==> config.mk <==
export PLATFORM = sky130hd
export DESIGN_NAME = cpi_core_port
export DESIGN_NICKNAME = d
export VERILOG_FILES = /design/src/cpi_pkg.sv /design/src/cpi_swap.sv /design/src/cpi_core_port.sv
export SDC_FILE = /design/constraint.sdc
export NUM_CORES = 1
export LEC_CHECK = 0
export BUFFER_PORTS_ARGS = -buffer_cell sky130_fd_sc_hd__clkbuf_2
export CORE_MARGIN = 5
export CORE_UTILIZATION = 43
export CTS_CLUSTER_SIZE = 28
export DETAILED_ROUTE_END_ITERATION = 10
export GPL_TIMING_DRIVEN = 1
export HOLD_SLACK_MARGIN = 0.02
export PLACE_DENSITY = 0.78
export SYNTH_ARGS = -nofsm -noshare
export SYNTH_HDL_FRONTEND = slang
export SYNTH_SLANG_ARGS = --single-unit
==> constraint.sdc <==
create_clock -name ref_clk_i -period 1.3 [get_ports ref_clk_i]
set_input_delay 0.26 -clock ref_clk_i [delete_from_list [all_inputs] [get_ports ref_clk_i]]
set_output_delay 0.26 -clock ref_clk_i [all_outputs]
set_load 0.005 [all_outputs]
==> src/cpi_pkg.sv <==
// Package with constants and carrier types for the core side of the coprocessor port
package cpi_pkg;

    // ==========================================================
    // Widths and field positions
    // ==========================================================
    localparam int unsigned INSTR_W     = 32;
    localparam int unsigned WCOUNT_W    = 4;
    localparam int unsigned DATA_W      = 64;
    localparam int unsigned HALF_W      = 32;
    localparam int unsigned LO_LSB      = 0;
    localparam int unsigned HI_LSB      = 32;

    // ==========================================================
    // Reset values and codes
    // ==========================================================
    localparam logic [WCOUNT_W-1:0] WCOUNT_IDLE = 4'h0;
    localparam logic [INSTR_W-1:0]  INSTR_RST   = 32'h0000_0000;
    localparam logic [DATA_W-1:0]   DATA_RST    = 64'h0000_0000_0000_0000;
    // Bits 27:26 both set mark a coprocessor-class word
    localparam logic [1:0]          CP_CLASS    = 2'h3;
    localparam int unsigned         CLASS_LSB   = 26;

    // ==========================================================
    // Carrier types
    // ==========================================================
    typedef struct packed {
        logic [WCOUNT_W-1:0] word_count;
        logic                swap;
        logic                dbl;
    } cpi_attr_t;

    typedef struct packed {
        logic [INSTR_W-1:0] word;
        logic               valid;
    } cpi_issue_t;

    typedef enum logic [1:0] {
        ST_RUN,
        ST_STALL,
        ST_FLUSH
    } cpi_state_t;

    localparam cpi_attr_t ATTR_RST = '{word_count: WCOUNT_IDLE, swap: 1'b0, dbl: 1'b0};

endpackage

==> src/cpi_swap.sv <==
// Data word swapper applied to load and store data before writing
`timescale 1ns/10ps
module cpi_swap
    import cpi_pkg::*;
(
    input  wire logic              swap_i,
    input  wire logic [DATA_W-1:0] data_i,
    output logic      [DATA_W-1:0] data_o
);

    // ==========================================================
    // Exchange upper and lower words when asked
    // ==========================================================
    always_comb begin
        if (swap_i) begin
            data_o = {data_i[LO_LSB +: HALF_W], data_i[HI_LSB +: HALF_W]};
        end else begin
            data_o = data_i;
        end
    end

endmodule

==> src/cpi_core_port.sv <==
// Core end of the coprocessor issue port with transfer attribute capture
`timescale 1ns/10ps

module cpi_core_port
    import cpi_pkg::*;
(
    input  wire logic                  ref_clk_i,
    input  wire logic                  rstn_i,
    input  wire logic [INSTR_W-1:0]    fetch_word_i,
    input  wire logic                  fetch_valid_i,
    input  wire logic                  decode_hold_i,
    input  wire logic                  kill_i,
    input  wire logic                  flush_i,
    input  wire logic                  cp_busy_hold_i,
    input  wire cpi_pkg::cpi_attr_t    cp_attr_i,
    input  wire logic [DATA_W-1:0]     load_data_bus_i,
    input  wire logic [DATA_W-1:0]     store_data_bus_i,
    output logic [INSTR_W-1:0]         issue_instr_word_o,
    output logic                       issue_instr_valid_o,
    output logic                       decode_confirm_valid_o,
    output logic                       decode_stall_hold_o,
    output logic                       pipeline_flush_o,
    output cpi_pkg::cpi_attr_t         attr_o,
    output logic [DATA_W-1:0]          load_data_o,
    output logic [DATA_W-1:0]          store_data_o
);

    import cpi_pkg::*;

    // ==========================================================
    // Helpers
    // ==========================================================
    function automatic logic is_cp_word(input logic [INSTR_W-1:0] w);
        is_cp_word = (w[CLASS_LSB +: 2] == CP_CLASS);
    endfunction

    function automatic cpi_state_t stage_after_hold(input logic fl, input logic st);
        if (fl) begin
            stage_after_hold = ST_FLUSH;
        end else if (st) begin
            stage_after_hold = ST_STALL;
        end else begin
            stage_after_hold = ST_RUN;
        end
    endfunction

    cpi_issue_t  issue;
    cpi_issue_t  decode;
    cpi_attr_t   attr_live;
    cpi_attr_t   attr_held;
    cpi_state_t  state;
    logic        stall;
    logic [DATA_W-1:0] load_sw;
    logic [DATA_W-1:0] store_sw;

    // Decode cannot advance under a local hold or a coprocessor busy hold
    assign stall = (decode_hold_i | cp_busy_hold_i) & ~flush_i;

    // ==========================================================
    // Stage control state
    // ==========================================================
    always_ff @(posedge ref_clk_i or negedge rstn_i) begin
        if (!rstn_i) begin
            state <= ST_RUN;
        end else begin
            case (state)
                ST_RUN: begin
                    state <= stage_after_hold(flush_i, stall);
                end
                ST_STALL: begin
                    state <= stage_after_hold(flush_i, stall);
                end
                ST_FLUSH: begin
                    // Emptied stages have nothing to hold for one cycle
                    if (flush_i) begin
                        state <= ST_FLUSH;
                    end else begin
                        state <= ST_RUN;
                    end
                end
                default: begin
                    state <= ST_RUN;
                end
            endcase
        end
    end

    // ==========================================================
    // Issue stage
    // ==========================================================
    always_ff @(posedge ref_clk_i or negedge rstn_i) begin
        if (!rstn_i) begin
            issue <= '{word: INSTR_RST, valid: 1'b0};
        end else if (flush_i) begin
            issue <= '{word: INSTR_RST, valid: 1'b0};
        end else if (!stall || !issue.valid) begin
            // Prefetch may fill an empty slot even under interlock
            issue.word  <= fetch_word_i;
            issue.valid <= fetch_valid_i & is_cp_word(fetch_word_i);
        end
    end

    // ==========================================================
    // Decode stage and confirm-valid
    // ==========================================================
    always_ff @(posedge ref_clk_i or negedge rstn_i) begin
        if (!rstn_i) begin
            decode <= '{word: INSTR_RST, valid: 1'b0};
        end else if (flush_i) begin
            decode <= '{word: INSTR_RST, valid: 1'b0};
        end else if (!stall) begin
            decode <= issue;
        end else if (kill_i) begin
            // Exception or mispredict withdraws the held instruction
            decode.valid <= 1'b0;
        end
    end

    always_ff @(posedge ref_clk_i or negedge rstn_i) begin
        if (!rstn_i) begin
            issue_instr_word_o <= INSTR_RST;
        end else begin
            issue_instr_word_o <= issue.word;
        end
    end

    always_ff @(posedge ref_clk_i or negedge rstn_i) begin
        if (!rstn_i) begin
            issue_instr_valid_o <= 1'b0;
        end else begin
            issue_instr_valid_o <= issue.valid & ~flush_i;
        end
    end

    always_ff @(posedge ref_clk_i or negedge rstn_i) begin
        if (!rstn_i) begin
            decode_confirm_valid_o <= 1'b0;
        end else begin
            decode_confirm_valid_o <= decode.valid & ~flush_i & ~kill_i;
        end
    end

    // ==========================================================
    // Decode stall hold and flush, registered
    // ==========================================================
    always_ff @(posedge ref_clk_i or negedge rstn_i) begin
        if (!rstn_i) begin
            decode_stall_hold_o <= 1'b0;
        end else begin
            decode_stall_hold_o <= stall & decode.valid;
        end
    end

    always_ff @(posedge ref_clk_i or negedge rstn_i) begin
        if (!rstn_i) begin
            pipeline_flush_o <= 1'b0;
        end else begin
            pipeline_flush_o <= flush_i;
        end
    end

    // ==========================================================
    // Transfer attribute capture
    // ==========================================================
    assign attr_live = cp_attr_i;

    always_ff @(posedge ref_clk_i or negedge rstn_i) begin
        if (!rstn_i) begin
            attr_held <= ATTR_RST;
        end else if (flush_i) begin
            attr_held <= ATTR_RST;
        end else if (state != ST_STALL) begin
            // Sample in the cycle before the stall hold is driven, keep while stalled
            attr_held <= attr_live;
        end
    end

    always_ff @(posedge ref_clk_i or negedge rstn_i) begin
        if (!rstn_i) begin
            attr_o <= ATTR_RST;
        end else if (state == ST_STALL) begin
            attr_o <= attr_held;
        end else begin
            attr_o <= attr_live;
        end
    end

    // ==========================================================
    // Data word swap
    // ==========================================================
    cpi_swap u_load_swap (
        .swap_i (attr_held.swap),
        .data_i (load_data_bus_i),
        .data_o (load_sw)
    );

    cpi_swap u_store_swap (
        .swap_i (attr_held.swap),
        .data_i (store_data_bus_i),
        .data_o (store_sw)
    );

    always_ff @(posedge ref_clk_i or negedge rstn_i) begin
        if (!rstn_i) begin
            load_data_o  <= DATA_RST;
            store_data_o <= DATA_RST;
        end else begin
            load_data_o  <= load_sw;
            store_data_o <= store_sw;
        end
    end

endmodule

After elaboration in Yosys (flattened, before gate mapping)
Cells that the tools add are included.

Flip-flop bits (word level): 212. Bits of input ports: 173. Output and inout port bits: 170.

Equal/unequal tests: 5. Muxes and demuxes: 14. Bitwise operators: 9. Reductions and logical operators: 7.

Operators by type and width (number): two-way mux 64 bit (2); two-way mux 33 bit (2); two-way mux 6 bit (3); bitwise AND 1 bit (6); equality test 2 bit (second input constant) (2); two-way mux 1 bit (4); two-way mux 2 bit (2); case mux 2 bit (2 select lines) (1); nonzero test 2 bit (2); != test 3 bit (second input constant) (1); equality test 2 x 1 -> 1 bit (second input constant) (1); logical NOT 1 bit (2); logical NOT 2 bit (1); != test 2 x 1 -> 1 bit (second input constant) (1); inverter 1 bit (2); OR reduction 2 bit (1); logical OR 1 bit (1); bitwise OR 1 bit (1).

Logic depth before layout (Yosys ltp)
Gate-level depths: netlist of run 1.

Depth in word-level cells: 6. Mapped depth: 5.

Modules after synthesis
Synthesis of run 1 repeated with hierarchy kept, for this count alone.

Cells, all modules: 449. Area, all modules: 8415.6 um^2.

Modules (own cells, without submodules): cpi_core_port (times used 1, cells an instance 307, area each 6261.0 um^2, seq. area each 5305.1 um^2); cpi_swap (times used 2, cells an instance 71, area each 1077.3 um^2, seq. area each 0.0 um^2).

Worst setup path after synthesis of run 1
Ideal clock, no wire load.

Kind: register to register. From: register issue[0] in the netlist's numbering. To: register issue[10] in the netlist's numbering. Library setup time: 0.125 ns. Arrival: 1.154 ns. Data required time: 1.175 ns. Setup slack: 0.021 ns. Cell stages (with the launch flop): 6. Path buffers: 2. Period minus slack after synthesis: 1.279 ns. Path through: dfrtp_1 -> nor2b_2 -> nor2b_4 -> buf_6 -> buf_12 -> mux2_4.

Longest elaborated chain between the ends: 3.

RTL lines: start, declared (RTL line cpi_core_port.sv:47) `cpi_issue_t issue;`; start signal, assigned (RTL line cpi_core_port.sv:93) `issue <= '{word: INSTR_RST, valid: 1'b0};`; start signal, assigned (RTL line cpi_core_port.sv:95) `issue <= '{word: INSTR_RST, valid: 1'b0};`; logical NOT 1 bit (RTL line cpi_core_port.sv:96) `end else if (!stall || !issue.valid) begin`; logical OR 1 bit (RTL line cpi_core_port.sv:96); nonzero test 2 bit (no line).

No other way between the ends. A chain may end at the register's enable or synchronous reset.

Worst setup path after layout of run 1
From: register issue[0] in the netlist's numbering. To: register issue[21] in the netlist's numbering.

The elaborated chain is that of the path after synthesis.

==> flow_metrics.py, run 1 <==
metrics = {
    "sta": {
        "final_max_slew_viol_count": 0,
        "fmax_mhz": 742,
        "finalHoldViolCount": 0,
        "fin_ws_ns": -0.0486,
        "setup_viol": 25,
        "period_minus_slack_ns": 1.35,
        "rsz0062_at_grt": "true",
        "tightest_slew_ns": 0.348,
        "skew_ns": 0.00917,
        "min_period_over_period_pct": 104,
        "relSlewSlack_pct": 76.8,
        "holdWs_ns": 0.0428,
    },
    "clock_network": {
        "cts_buffers": 22,
        "cts_buffer_depth": 3,
        "cts_tree": "yes",
        "clk_transition_reported_paths_ns": 0.06,
        "cts_sinks": 212,
        "cts-root-buf": "clkbuf_16",
        "clock_latency_ns": 0.50,
        "htree_levels": 1,
    },
    "critical_path": {
        "path_max_fanout": 6,
        "crit_arrival_ns": 1.72,
        "critical_path_class": "register to register",
        "rr_startpoint": "issue[0]$_DFFE_PN0P_",
        "crit_path_start": "issue[0]$_DFFE_PN0P_",
        "crit_required_ns": 1.68,
        "worstSetupEndpointType": "register",
        "start_kind": "register",
    },
    "status": {
        "violations": "negative setup slack",
        "status": "finished, violations left",
    },
    "floorplanning": {
        "dieArea_um2": 20900,
        "die_w_um": 144,
        "coreArea_um2": 17900,
        "die_y_um": 144,
        "rows": 49,
        "boundaryPins": 343,
        "start_util_pct": 43.4,
    },
    "job": {
        "cap_violations": 0,
    },
    "logic_synthesis": {
        "synth_seq_cells": 212,
        "syn_area_um2": 7780,
        "yosysWarnings": 0,
        "syn-instance-count": 449,
        "seq_area_frac_synth_pct": 68.2,
        "synth_area_per_cell_um2": 17.3,
        "synth_nets": 622,
        "ys_types": 16,
    },
    "routing": {
        "postRouteAntennaNets": 0,
        "drcViolationCount": 0,
        "wl_per_cell_um": 19.6,
        "drtPass1Iterations": 4,
        "via_count": 5675,
        "drtIter0Drc": 78,
        "via_per_inst": 4.71,
        "wl_um": 23600,
    },
    "finish": {
        "fin_util_pct": 68.2,
        "area_delta_synth_final_pct": 56.9,
        "diodes": 0,
        "fin_area_um2": 12200,
        "n_fill_cell": 1170,
        "nets": 1133,
        "drive_gt1_share_pct": 60.2,
    },
    "placed_design": {
        "place_area_um2": 9940,
        "gp_congestion": 0.799,
        "portBuffers": 342,
        "hpwl_um": 14500,
    },
    "power_and_ir_drop": {
        "pwr-share-seq_pct": 44.5,
        "clkPwrFrac_pct": 42.1,
        "swShare_pct": 22.7,
        "max-vdd-ir-drop_mv": 1.01,
        "power.switching_mw": 3.70,
        "intPower_mw": 12.6,
        "leakage_nw": 6.01,
        "powerDensity_nw_per_um2": 1340,
        "pwr-share-comb_pct": 13.3,
    },
    "global_route": {
        "track_usage_pct": 21.5,
        "grt_pass1_vias": 6340,
        "grt_overflow_total": 0,
        "grt_max_degree": 47,
        "grt_pass1_wl_um": 34600,
        "antenna_found_initial": 0,
    },
    "worst_hold_path": {
        "hp-class": "primary input to register",
        "hp-start": "load_data_bus_i[15]",
    },
}
through the flow:
step | std cells | power (mW) | setup slack, ns | TNS, ns
2_1_floorplan | 449 | 8.03 | 0.0211 | 0
3_3_place_gp | 1026 | 9.08 | -0.105 | -2.36
3_5_place_dp | 1026 | 9.13 | -0.132 | -3.51
4_1_cts | 1201 | 16.3 | -0.0526 | -2.42
5_1_grt | 1205 | 16.9 | -0.0977 | -2.21
6_report | 1205 | 16.3 | -0.0486 | -0.707
cell usage in the layout (no fill, tap or decap), drive strengths merged:
master	instances
bufinv	4
mux2	167
nor3	1
clkinv	4
dlygate4sd3	131
a31o	1
a21boi	1
dfrtp	212
nor3b	2
nor2	1
buf	38
clkbuf	372
nor2b	38
and2b	2
clkinvlp	1
nand2b	1
flip-flops by register name (all words and copies together), names as in the netlist:
name and flops:
attr_held 6, attr_o 6, decode 1, decode_confirm_valid_o 1, decode_stall_hold_o 1, issue 33
issue_instr_valid_o 1, issue_instr_word_o 32, load_data_o 64, pipeline_flush_o 1, state 2, store_data_o 64
cell families after synthesis:
group / after synthesis / synth area share (%)
mux: 167 / 25.6
buf+inv: 23 / 2.14
compound gates: 2 / 0.209
flops: 212 / 68.2
simple gates: 45 / 3.86
metal layers:
| metal | vias to the layer above | wire length, um | GRT usage (%) | share of wire [%] |
|---|---|---|---|---|
| li1 | 2567 | - | - | - |
| met1 | 2797 | 8020 | 23.2 | 34 |
| met2 | 262 | 12800 | 40.7 | 54 |
| met3 | 49 | 2160 | 6.12 | 9.1 |
| met4 | 0 | 636 | 6.48 | 2.7 |
| met5 | - | 0 | 0 | 0 |
power groups by stage:
stage	sequential (mW)	clock, mW	combinational, mW
floorplan	7.38	0	0.649
finish	7.25	6.87	2.17
global placement	7.35	0	1.72
global route	7.29	7.28	2.35
detailed placement	7.36	0	1.76
CTS	7.25	6.94	2.12
cells in the mapped netlist:
library cell / count / area share (%)
nor2b_1: 36 / 2.9
and2b_1: 2 / 0.19
nor2b_4: 1 / 0.18
buf_2: 19 / 1.2
nor3_1: 1 / 0.064
nand2b_1: 1 / 0.080
mux2_4: 29 / 5.6
a31o_2: 1 / 0.11
buf_12: 3 / 0.77
nor3b_1: 2 / 0.19
nor2_4: 1 / 0.14
mux2_2: 138 / 20
dfrtp_1: 212 / 68
a21boi_0: 1 / 0.097
nor2b_2: 1 / 0.11
buf_6: 1 / 0.14
worst max-delay path, stage by stage (launching register included):
cell and delay [ns]:
dfrtp_1 0.32, nor2b_4 0.14, nor2b_4 0.18, buf_6 0.15
buf_12 0.13, mux2_4 0.31
final cells by class:
class | count | area, um2 | area share [%]
clock buffer | 31 | 646 | 5.29
clock inverter | 9 | 148 | 1.21
multi-input combinational | 214 | 2320 | 19.0
sequential | 212 | 5310 | 43.5
tap | 229 | 287 | 2.35
timing repair buffer | 510 | 3500 | 28.7
timing repair:
action | in CTS | in global routing
resized for setup | 8 | 3
setup endpoints to repair | 134 | 162
cloned | 3 | 0
hold buffers | 130 | 1
setup buffers | 2 | 3
endpoints found under the hold margin | 244 | 1
final timing paths:
| path | slack, ns | cells past startpoint | to |
|---|---|---|---|
| worst min register to register | 0.37 | 0 | issue_instr_word_o[0]$_DFF_PN0_ |
| worst max register to register | -0.05 | 5 | issue[21]$_DFFE_PN0P_ |
| max in group asynchronous | 0.48 | 3 | issue_instr_word_o[9]$_DFF_PN0_ |
| worst min-delay path | 0.04 | 2 | load_data_o[47]$_DFF_PN0_ |
| worst max-delay path | -0.05 | 5 | issue[21]$_DFFE_PN0P_ |
| min in group asynchronous | 0.27 | 2 | load_data_o[55]$_DFF_PN0_ |
(Power assumes the default switching activity.)
==> run 2: changes to the inputs <==
Settings changed: BUFFER_PORTS_ARGS -buffer_cell sky130_fd_sc_hd__clkbuf_2 to -buffer_cell sky130_fd_sc_hd__buf_2, SKIP_LAST_GASP set to 1.
==> run 2 against run 1 <==
  * The flow still finishes with violations (negative setup slack)
  * Final area is 0.40% lower
  * Via count is 0.11% lower
  * Die area stayed put
  * Critical endpoint is now issue[24]$_DFFE_PN0P_
==> flow_metrics.py, run 2 (synthesis gave the netlist of run 1 again) <==
metrics = {
    "routing": {
        "via_count": 5669,
        "drcViolationCount": 0,
        "drtIter0Drc": 109,
        "drtPass1Iterations": 4,
        "wl_per_cell_um": 19.5,
        "wl_um": 23300,
        "via_per_inst": 4.72,
        "postRouteAntennaNets": 0,
    },
    "floorplanning": {
        "boundaryPins": 343,
        "dieArea_um2": 20900,
        "coreArea_um2": 17900,
        "die_w_um": 144,
        "die_y_um": 144,
        "rows": 49,
        "start_util_pct": 43.4,
    },
    "critical_path": {
        "reg2reg_slack_ns": -0.08,
        "crit_path_start": "issue[0]$_DFFE_PN0P_",
        "reg2reg_depth": 5,
        "start_kind": "register",
        "critical_path_class": "register to register",
        "cp_top_family": "flip-flops",
        "rr_startpoint": "issue[0]$_DFFE_PN0P_",
        "cp_slowest_cell": "dfrtp_1",
        "cp_common_cell": "nor2b_4",
        "max_stage_delay_ns": 0.33,
        "path_max_fanout": 6,
        "crit_arrival_ns": 1.76,
        "crit_required_ns": 1.68,
        "critical_path_buf_inv_count": 2,
        "worstSetupEndpointType": "register",
        "r2r_end": "issue[24]$_DFFE_PN0P_",
        "path_cells": "nor2b_4 > nor2b_4 > buf_12 > clkbuf_16 > mux2_4",
    },
    "clock_network": {
        "cts-root-buf": "clkbuf_16",
        "clock_latency_ns": 0.50,
        "cts_tree": "yes",
        "cts_sinks": 212,
        "cts_buffers": 22,
        "cts_buffer_depth": 3,
        "clk_transition_reported_paths_ns": 0.06,
        "htree_levels": 1,
    },
    "sta": {
        "holdWs_ns": 0.0505,
        "relSlewSlack_pct": 71.4,
        "fin_ws_ns": -0.0827,
        "min_period_over_period_pct": 106,
        "setup_viol": 40,
        "tightest_slew_ns": 0.429,
        "finalHoldViolCount": 0,
        "period_minus_slack_ns": 1.38,
        "fmax_mhz": 723,
        "final_max_slew_viol_count": 0,
        "skew_ns": 0.0152,
        "rsz0062_at_grt": "true",
    },
    "power_and_ir_drop": {
        "max-vdd-ir-drop_mv": 0.986,
        "leakage_nw": 5.92,
        "powerDensity_nw_per_um2": 1300,
        "power.total_mw": 15.7,
    },
    "finish": {
        "final_cell_mix": "340 x buf_2, 211 x dfrtp_1, 136 x dlygate4sd3_1",
        "fin_util_pct": 67.9,
        "diodes": 0,
        "drive_gt1_share_pct": 59.7,
        "area_delta_synth_final_pct": 56.3,
        "n_fill_cell": 1170,
        "mostFrequentLayoutCell": "buf_2",
        "fin_area_um2": 12200,
        "top_regs": "load_data_o x64, store_data_o x64, issue x33",
        "nets": 1129,
    },
    "placed_design": {
        "hpwl_um": 14300,
        "portBuffers": 342,
        "gp_congestion": 0.766,
        "place_area_um2": 9870,
        "dp_slack_ns": -0.151,
    },
    "worst_hold_path": {
        "hp-class": "primary input to register",
        "holdPathStages": 2,
        "min_to": "load_data_o[28]$_DFF_PN0_",
        "hp-start": "load_data_bus_i[60]",
    },
    "job": {
        "cap_violations": 0,
    },
    "status": {
        "violations": "negative setup slack",
        "status": "finished, violations left",
    },
    "global_route": {
        "grt_max_degree": 44,
        "grt_pass1_vias": 6307,
        "antenna_found_initial": 0,
        "track_usage_pct": 20.8,
        "grt_pass1_wl_um": 33900,
        "grt_overflow_total": 0,
    },
}
[run 2: changes by cell type in the layout (fill, tap and decap cells not counted)]
| cell | delta |
|---|---|
| buf_4 | -11 |
| buf_2 | +340 |
| clkbuf_16 | +3 |
| mux2_4 | +2 |
| clkinv_8 | +1 |
| dlygate4sd3_1 | +5 |
| clkbuf_2 | -340 |
| bufinv_16 | -2 |
| clkbuf_8 | +1 |
| mux2_2 | -2 |
| buf_16 | -3 |
| clkbuf_1 | -2 |
| buf_6 | +1 |
| clkinv_2 | +2 |
[run 2: worst max path at each step]
stage	endpoint	slack, ns	depth (start not counted)
global route	issue[13]$_DFFE_PN0P_	-0.11	5
finish	issue[24]$_DFFE_PN0P_	-0.08	5
global placement	issue[32]$_DFFE_PN0P_	-0.15	5
detailed placement	issue[32]$_DFFE_PN0P_	-0.15	5
floorplan	issue[10]$_DFFE_PN0P_	0.02	5
CTS	issue[32]$_DFFE_PN0P_	-0.10	4
[run 2: where the power goes]
group          total, mW  internal [mW]  switching [mW]
Sequential          7.25           7.07           0.176
Combinational       2.16           1.26           0.894
Clock               6.34           3.80            2.54
Total               15.7           12.1            3.61
[run 2: worst reg2reg max path, delay by kind of cell (launching register included)]
family,cells,cell delay [ns]
mux,1,0.30
simple gates,2,0.33
flops,1,0.33
buf+inv,2,0.31
[run 2: final cells by class]
class / instances / area, um2 / area share [%]
Timing Repair Buffer: 506 / 3490 / 28.7
Clock inverter: 10 / 114 / 0.937
Tap cell: 229 / 287 / 2.36
Multi-Input combinational cell: 214 / 2320 / 19.1
Sequential cell: 212 / 5310 / 43.7
Clock buffer: 29 / 627 / 5.16
[run 2: timing repair]
action	in CTS	in global routing
endpoints found under the setup margin	38	69
gates resized for setup	4	8
hold buffers	136	0
cloned	0	5
setup buffers	0	1
hold endpoints to repair	208	0
[run 2: per-layer routing]
metal | vias up | wire length (um) | part of all wire (%) | track usage (%)
li1 | 2545 | - | - | -
met1 | 2771 | 7910 | 34 | 22.7
met2 | 289 | 12300 | 53 | 37.9
met3 | 64 | 2340 | 10 | 6.51
met4 | 0 | 761 | 3.3 | 7.76
met5 | - | 0 | 0 | 0
[run 2: per-stage QoR]
step,TNS [ns],std cells
final,-2.13,1200
after global placement,-3.50,1019
after floorplan,0,449
after detailed placement,-3.75,1019
after global routing,-4.66,1200
after CTS,-1.54,1194
==> run 3: changes to the inputs <==
Settings changed: CTS_CLUSTER_DIAMETER set to 100, RECOVER_POWER set to 25.
==> run 3 against run 2 <==
  * The run still ends with negative setup slack left
  * Sequential cell count stayed put
  * Critical path type unchanged
  * Worst setup slack worse by 0.019 ns
  * Utilization is 9.4 points lower
  * Combinational power is 16% lower
  * Total power is 20% lower
  * Register-to-register slack worse by 0.02 ns
==> flow_metrics.py, run 3 (synthesis gave the netlist of run 1 again) <==
metrics = {
    "floorplanning": {
        "start_util_pct": 43.4,
        "boundaryPins": 343,
        "coreArea_um2": 17900,
        "dieArea_um2": 20900,
        "die_w_um": 144,
        "die_y_um": 144,
        "rows": 49,
    },
    "power_and_ir_drop": {
        "clkPwrFrac_pct": 28.1,
        "power.switching_mw": 2.89,
        "intPower_mw": 9.65,
        "pwr-share-seq_pct": 57.4,
        "swShare_pct": 23.1,
        "power.total_mw": 12.5,
        "powerDensity_nw_per_um2": 1200,
        "max-vdd-ir-drop_mv": 0.960,
        "leakage_nw": 5.19,
        "pwr-share-comb_pct": 14.4,
    },
    "clock_network": {
        "clk_transition_reported_paths_ns": 0.10,
        "htree_levels": 1,
        "cts_buffer_depth": 3,
        "cts_sinks": 212,
        "cts_tree": "yes",
        "cts-root-buf": "clkbuf_16",
        "cts_buffers": 11,
        "clock_latency_ns": 0.45,
    },
    "placed_design": {
        "dp_slack_ns": -0.151,
        "hpwl_um": 14300,
        "gp_congestion": 0.766,
        "portBuffers": 342,
        "place_area_um2": 9870,
    },
    "routing": {
        "wl_per_cell_um": 18.3,
        "postRouteAntennaNets": 0,
        "via_count": 5046,
        "via_per_inst": 4.75,
        "drtPass1Iterations": 4,
        "drtIter0Drc": 100,
        "wl_um": 19400,
        "drcViolationCount": 0,
    },
    "critical_path": {
        "reg2reg_slack_ns": -0.10,
        "crit_arrival_ns": 1.75,
        "start_kind": "register",
        "worstSetupEndpointType": "register",
        "r2r_end": "issue[24]$_DFFE_PN0P_",
        "reg2reg_depth": 4,
        "path_max_fanout": 12,
        "crit_required_ns": 1.65,
        "cp-endpoint": "issue[24]$_DFFE_PN0P_",
        "crit_path_start": "issue[0]$_DFFE_PN0P_",
        "critical_path_class": "register to register",
        "rr_startpoint": "issue[0]$_DFFE_PN0P_",
    },
    "sta": {
        "relSlewSlack_pct": 44.5,
        "min_period_over_period_pct": 108,
        "skew_ns": 0.0145,
        "tightest_slew_ns": 0.832,
        "final_max_slew_viol_count": 0,
        "fmax_mhz": 714,
        "fin_ws_ns": -0.101,
        "rsz0062_at_grt": "true",
        "setup_viol": 32,
        "finalHoldViolCount": 0,
        "period_minus_slack_ns": 1.40,
    },
    "finish": {
        "diodes": 0,
        "top_regs": "load_data_o x64, store_data_o x64, issue x33",
        "final_cell_mix": "341 x buf_2, 211 x dfrtp_1, 138 x mux2_2",
        "drive_gt1_share_pct": 66.6,
        "seq_area_um2": 5310,
        "fin_area_um2": 10500,
        "nets": 1006,
        "area_delta_synth_final_pct": 34.7,
        "n_fill_cell": 1423,
        "mostFrequentLayoutCell": "buf_2",
        "multi_input_area_um2": 2310,
    },
    "global_route": {
        "grt_max_degree": 44,
        "grt_pass1_wl_um": 27500,
        "grt_overflow_total": 0,
        "antenna_found_initial": 0,
        "track_usage_pct": 16.8,
        "grt_pass1_vias": 5269,
    },
    "status": {
        "violations": "negative setup slack",
        "status": "finished, violations left",
    },
    "worst_hold_path": {
        "hp-class": "primary input to register",
        "hp-start": "store_data_bus_i[25]",
    },
    "job": {
        "cap_violations": 0,
    },
}
==> run 3: cell types whose count changed in the layout (fill, tap and decap cells not counted), sizes merged <==
cell,previous run,this run
dlygate4sd3,136,24
clkbuf,34,19
clkinv,7,1
buf,365,363
bufinv,2,0
clkinvlp,1,0
==> run 3: metal layers <==
| metal | up-vias | wire length (um) | share of wire, % | GRT usage [%] |
|---|---|---|---|---|
| li1 | 2283 | - | - | - |
| met1 | 2497 | 6620 | 34 | 18.7 |
| met2 | 227 | 10200 | 53 | 30.2 |
| met3 | 39 | 2090 | 11 | 5.69 |
| met4 | 0 | 486 | 2.5 | 5.11 |
| met5 | - | 0 | 0 | 0 |
==> run 3: per-stage QoR <==
stage | hold slack, ns | instances | util [%] | setup TNS, ns
floorplan | -0.0356 | 449 | - | 0
global placement | 0.224 | 1019 | 55.2 | -3.50
detailed placement | 0.221 | 1019 | 55.2 | -3.75
CTS | 0.0203 | 1051 | 58.0 | -1.55
global route | 0.0194 | 1062 | 58.5 | -4.11
finish | 0.0407 | 1062 | 58.5 | -2.37
==> run 3: worst min path at each step <==
stage	end	slack, ns	cells past startpoint
after global routing	load_data_o[50]$_DFF_PN0_	0.02	2
after global placement	load_data_o[22]$_DFF_PN0_	0.22	1
after detailed placement	load_data_o[22]$_DFF_PN0_	0.22	1
final	store_data_o[57]$_DFF_PN0_	0.04	2
after CTS	store_data_o[27]$_DFF_PN0_	0.02	2
after floorplan	attr_held[0]$_DFFE_PN0P_	-0.04	0
==> run 3: critical path: stages, from the launching register on <==
cell       delay (ns)
dfrtp_1          0.34
nor2b_4          0.16
nor2b_4          0.26
clkbuf_16        0.23
mux2_4           0.31
==> run 3: power groups by stage <==
stage	Clock [mW]	Sequential [mW]	Combinational [mW]
3_5_place_dp	0	7.34	1.74
5_1_grt	3.92	7.25	1.98
2_1_floorplan	0	7.38	0.649
4_1_cts	3.69	7.21	1.80
6_report	3.53	7.20	1.81
3_3_place_gp	0	7.33	1.71
==> run 3: timing repair <==
action / 4_1_cts / 5_1_grt
resized for setup: 4 / 3
gates cloned: 0 / 3
hold buffers: 19 / 5
endpoints found under the setup margin: 38 / 79
buffers inserted: 0 / 3
endpoints found under the hold margin: 42 / 4
==> run 3: layout make-up <==
cell class | instances | area share (%)
clock buffer | 12 | 2.66
clock inverter | 1 | 0.155
multi-input combinational | 214 | 22.1
sequential | 212 | 50.7
tap | 229 | 2.73
timing repair buffer | 394 | 21.7
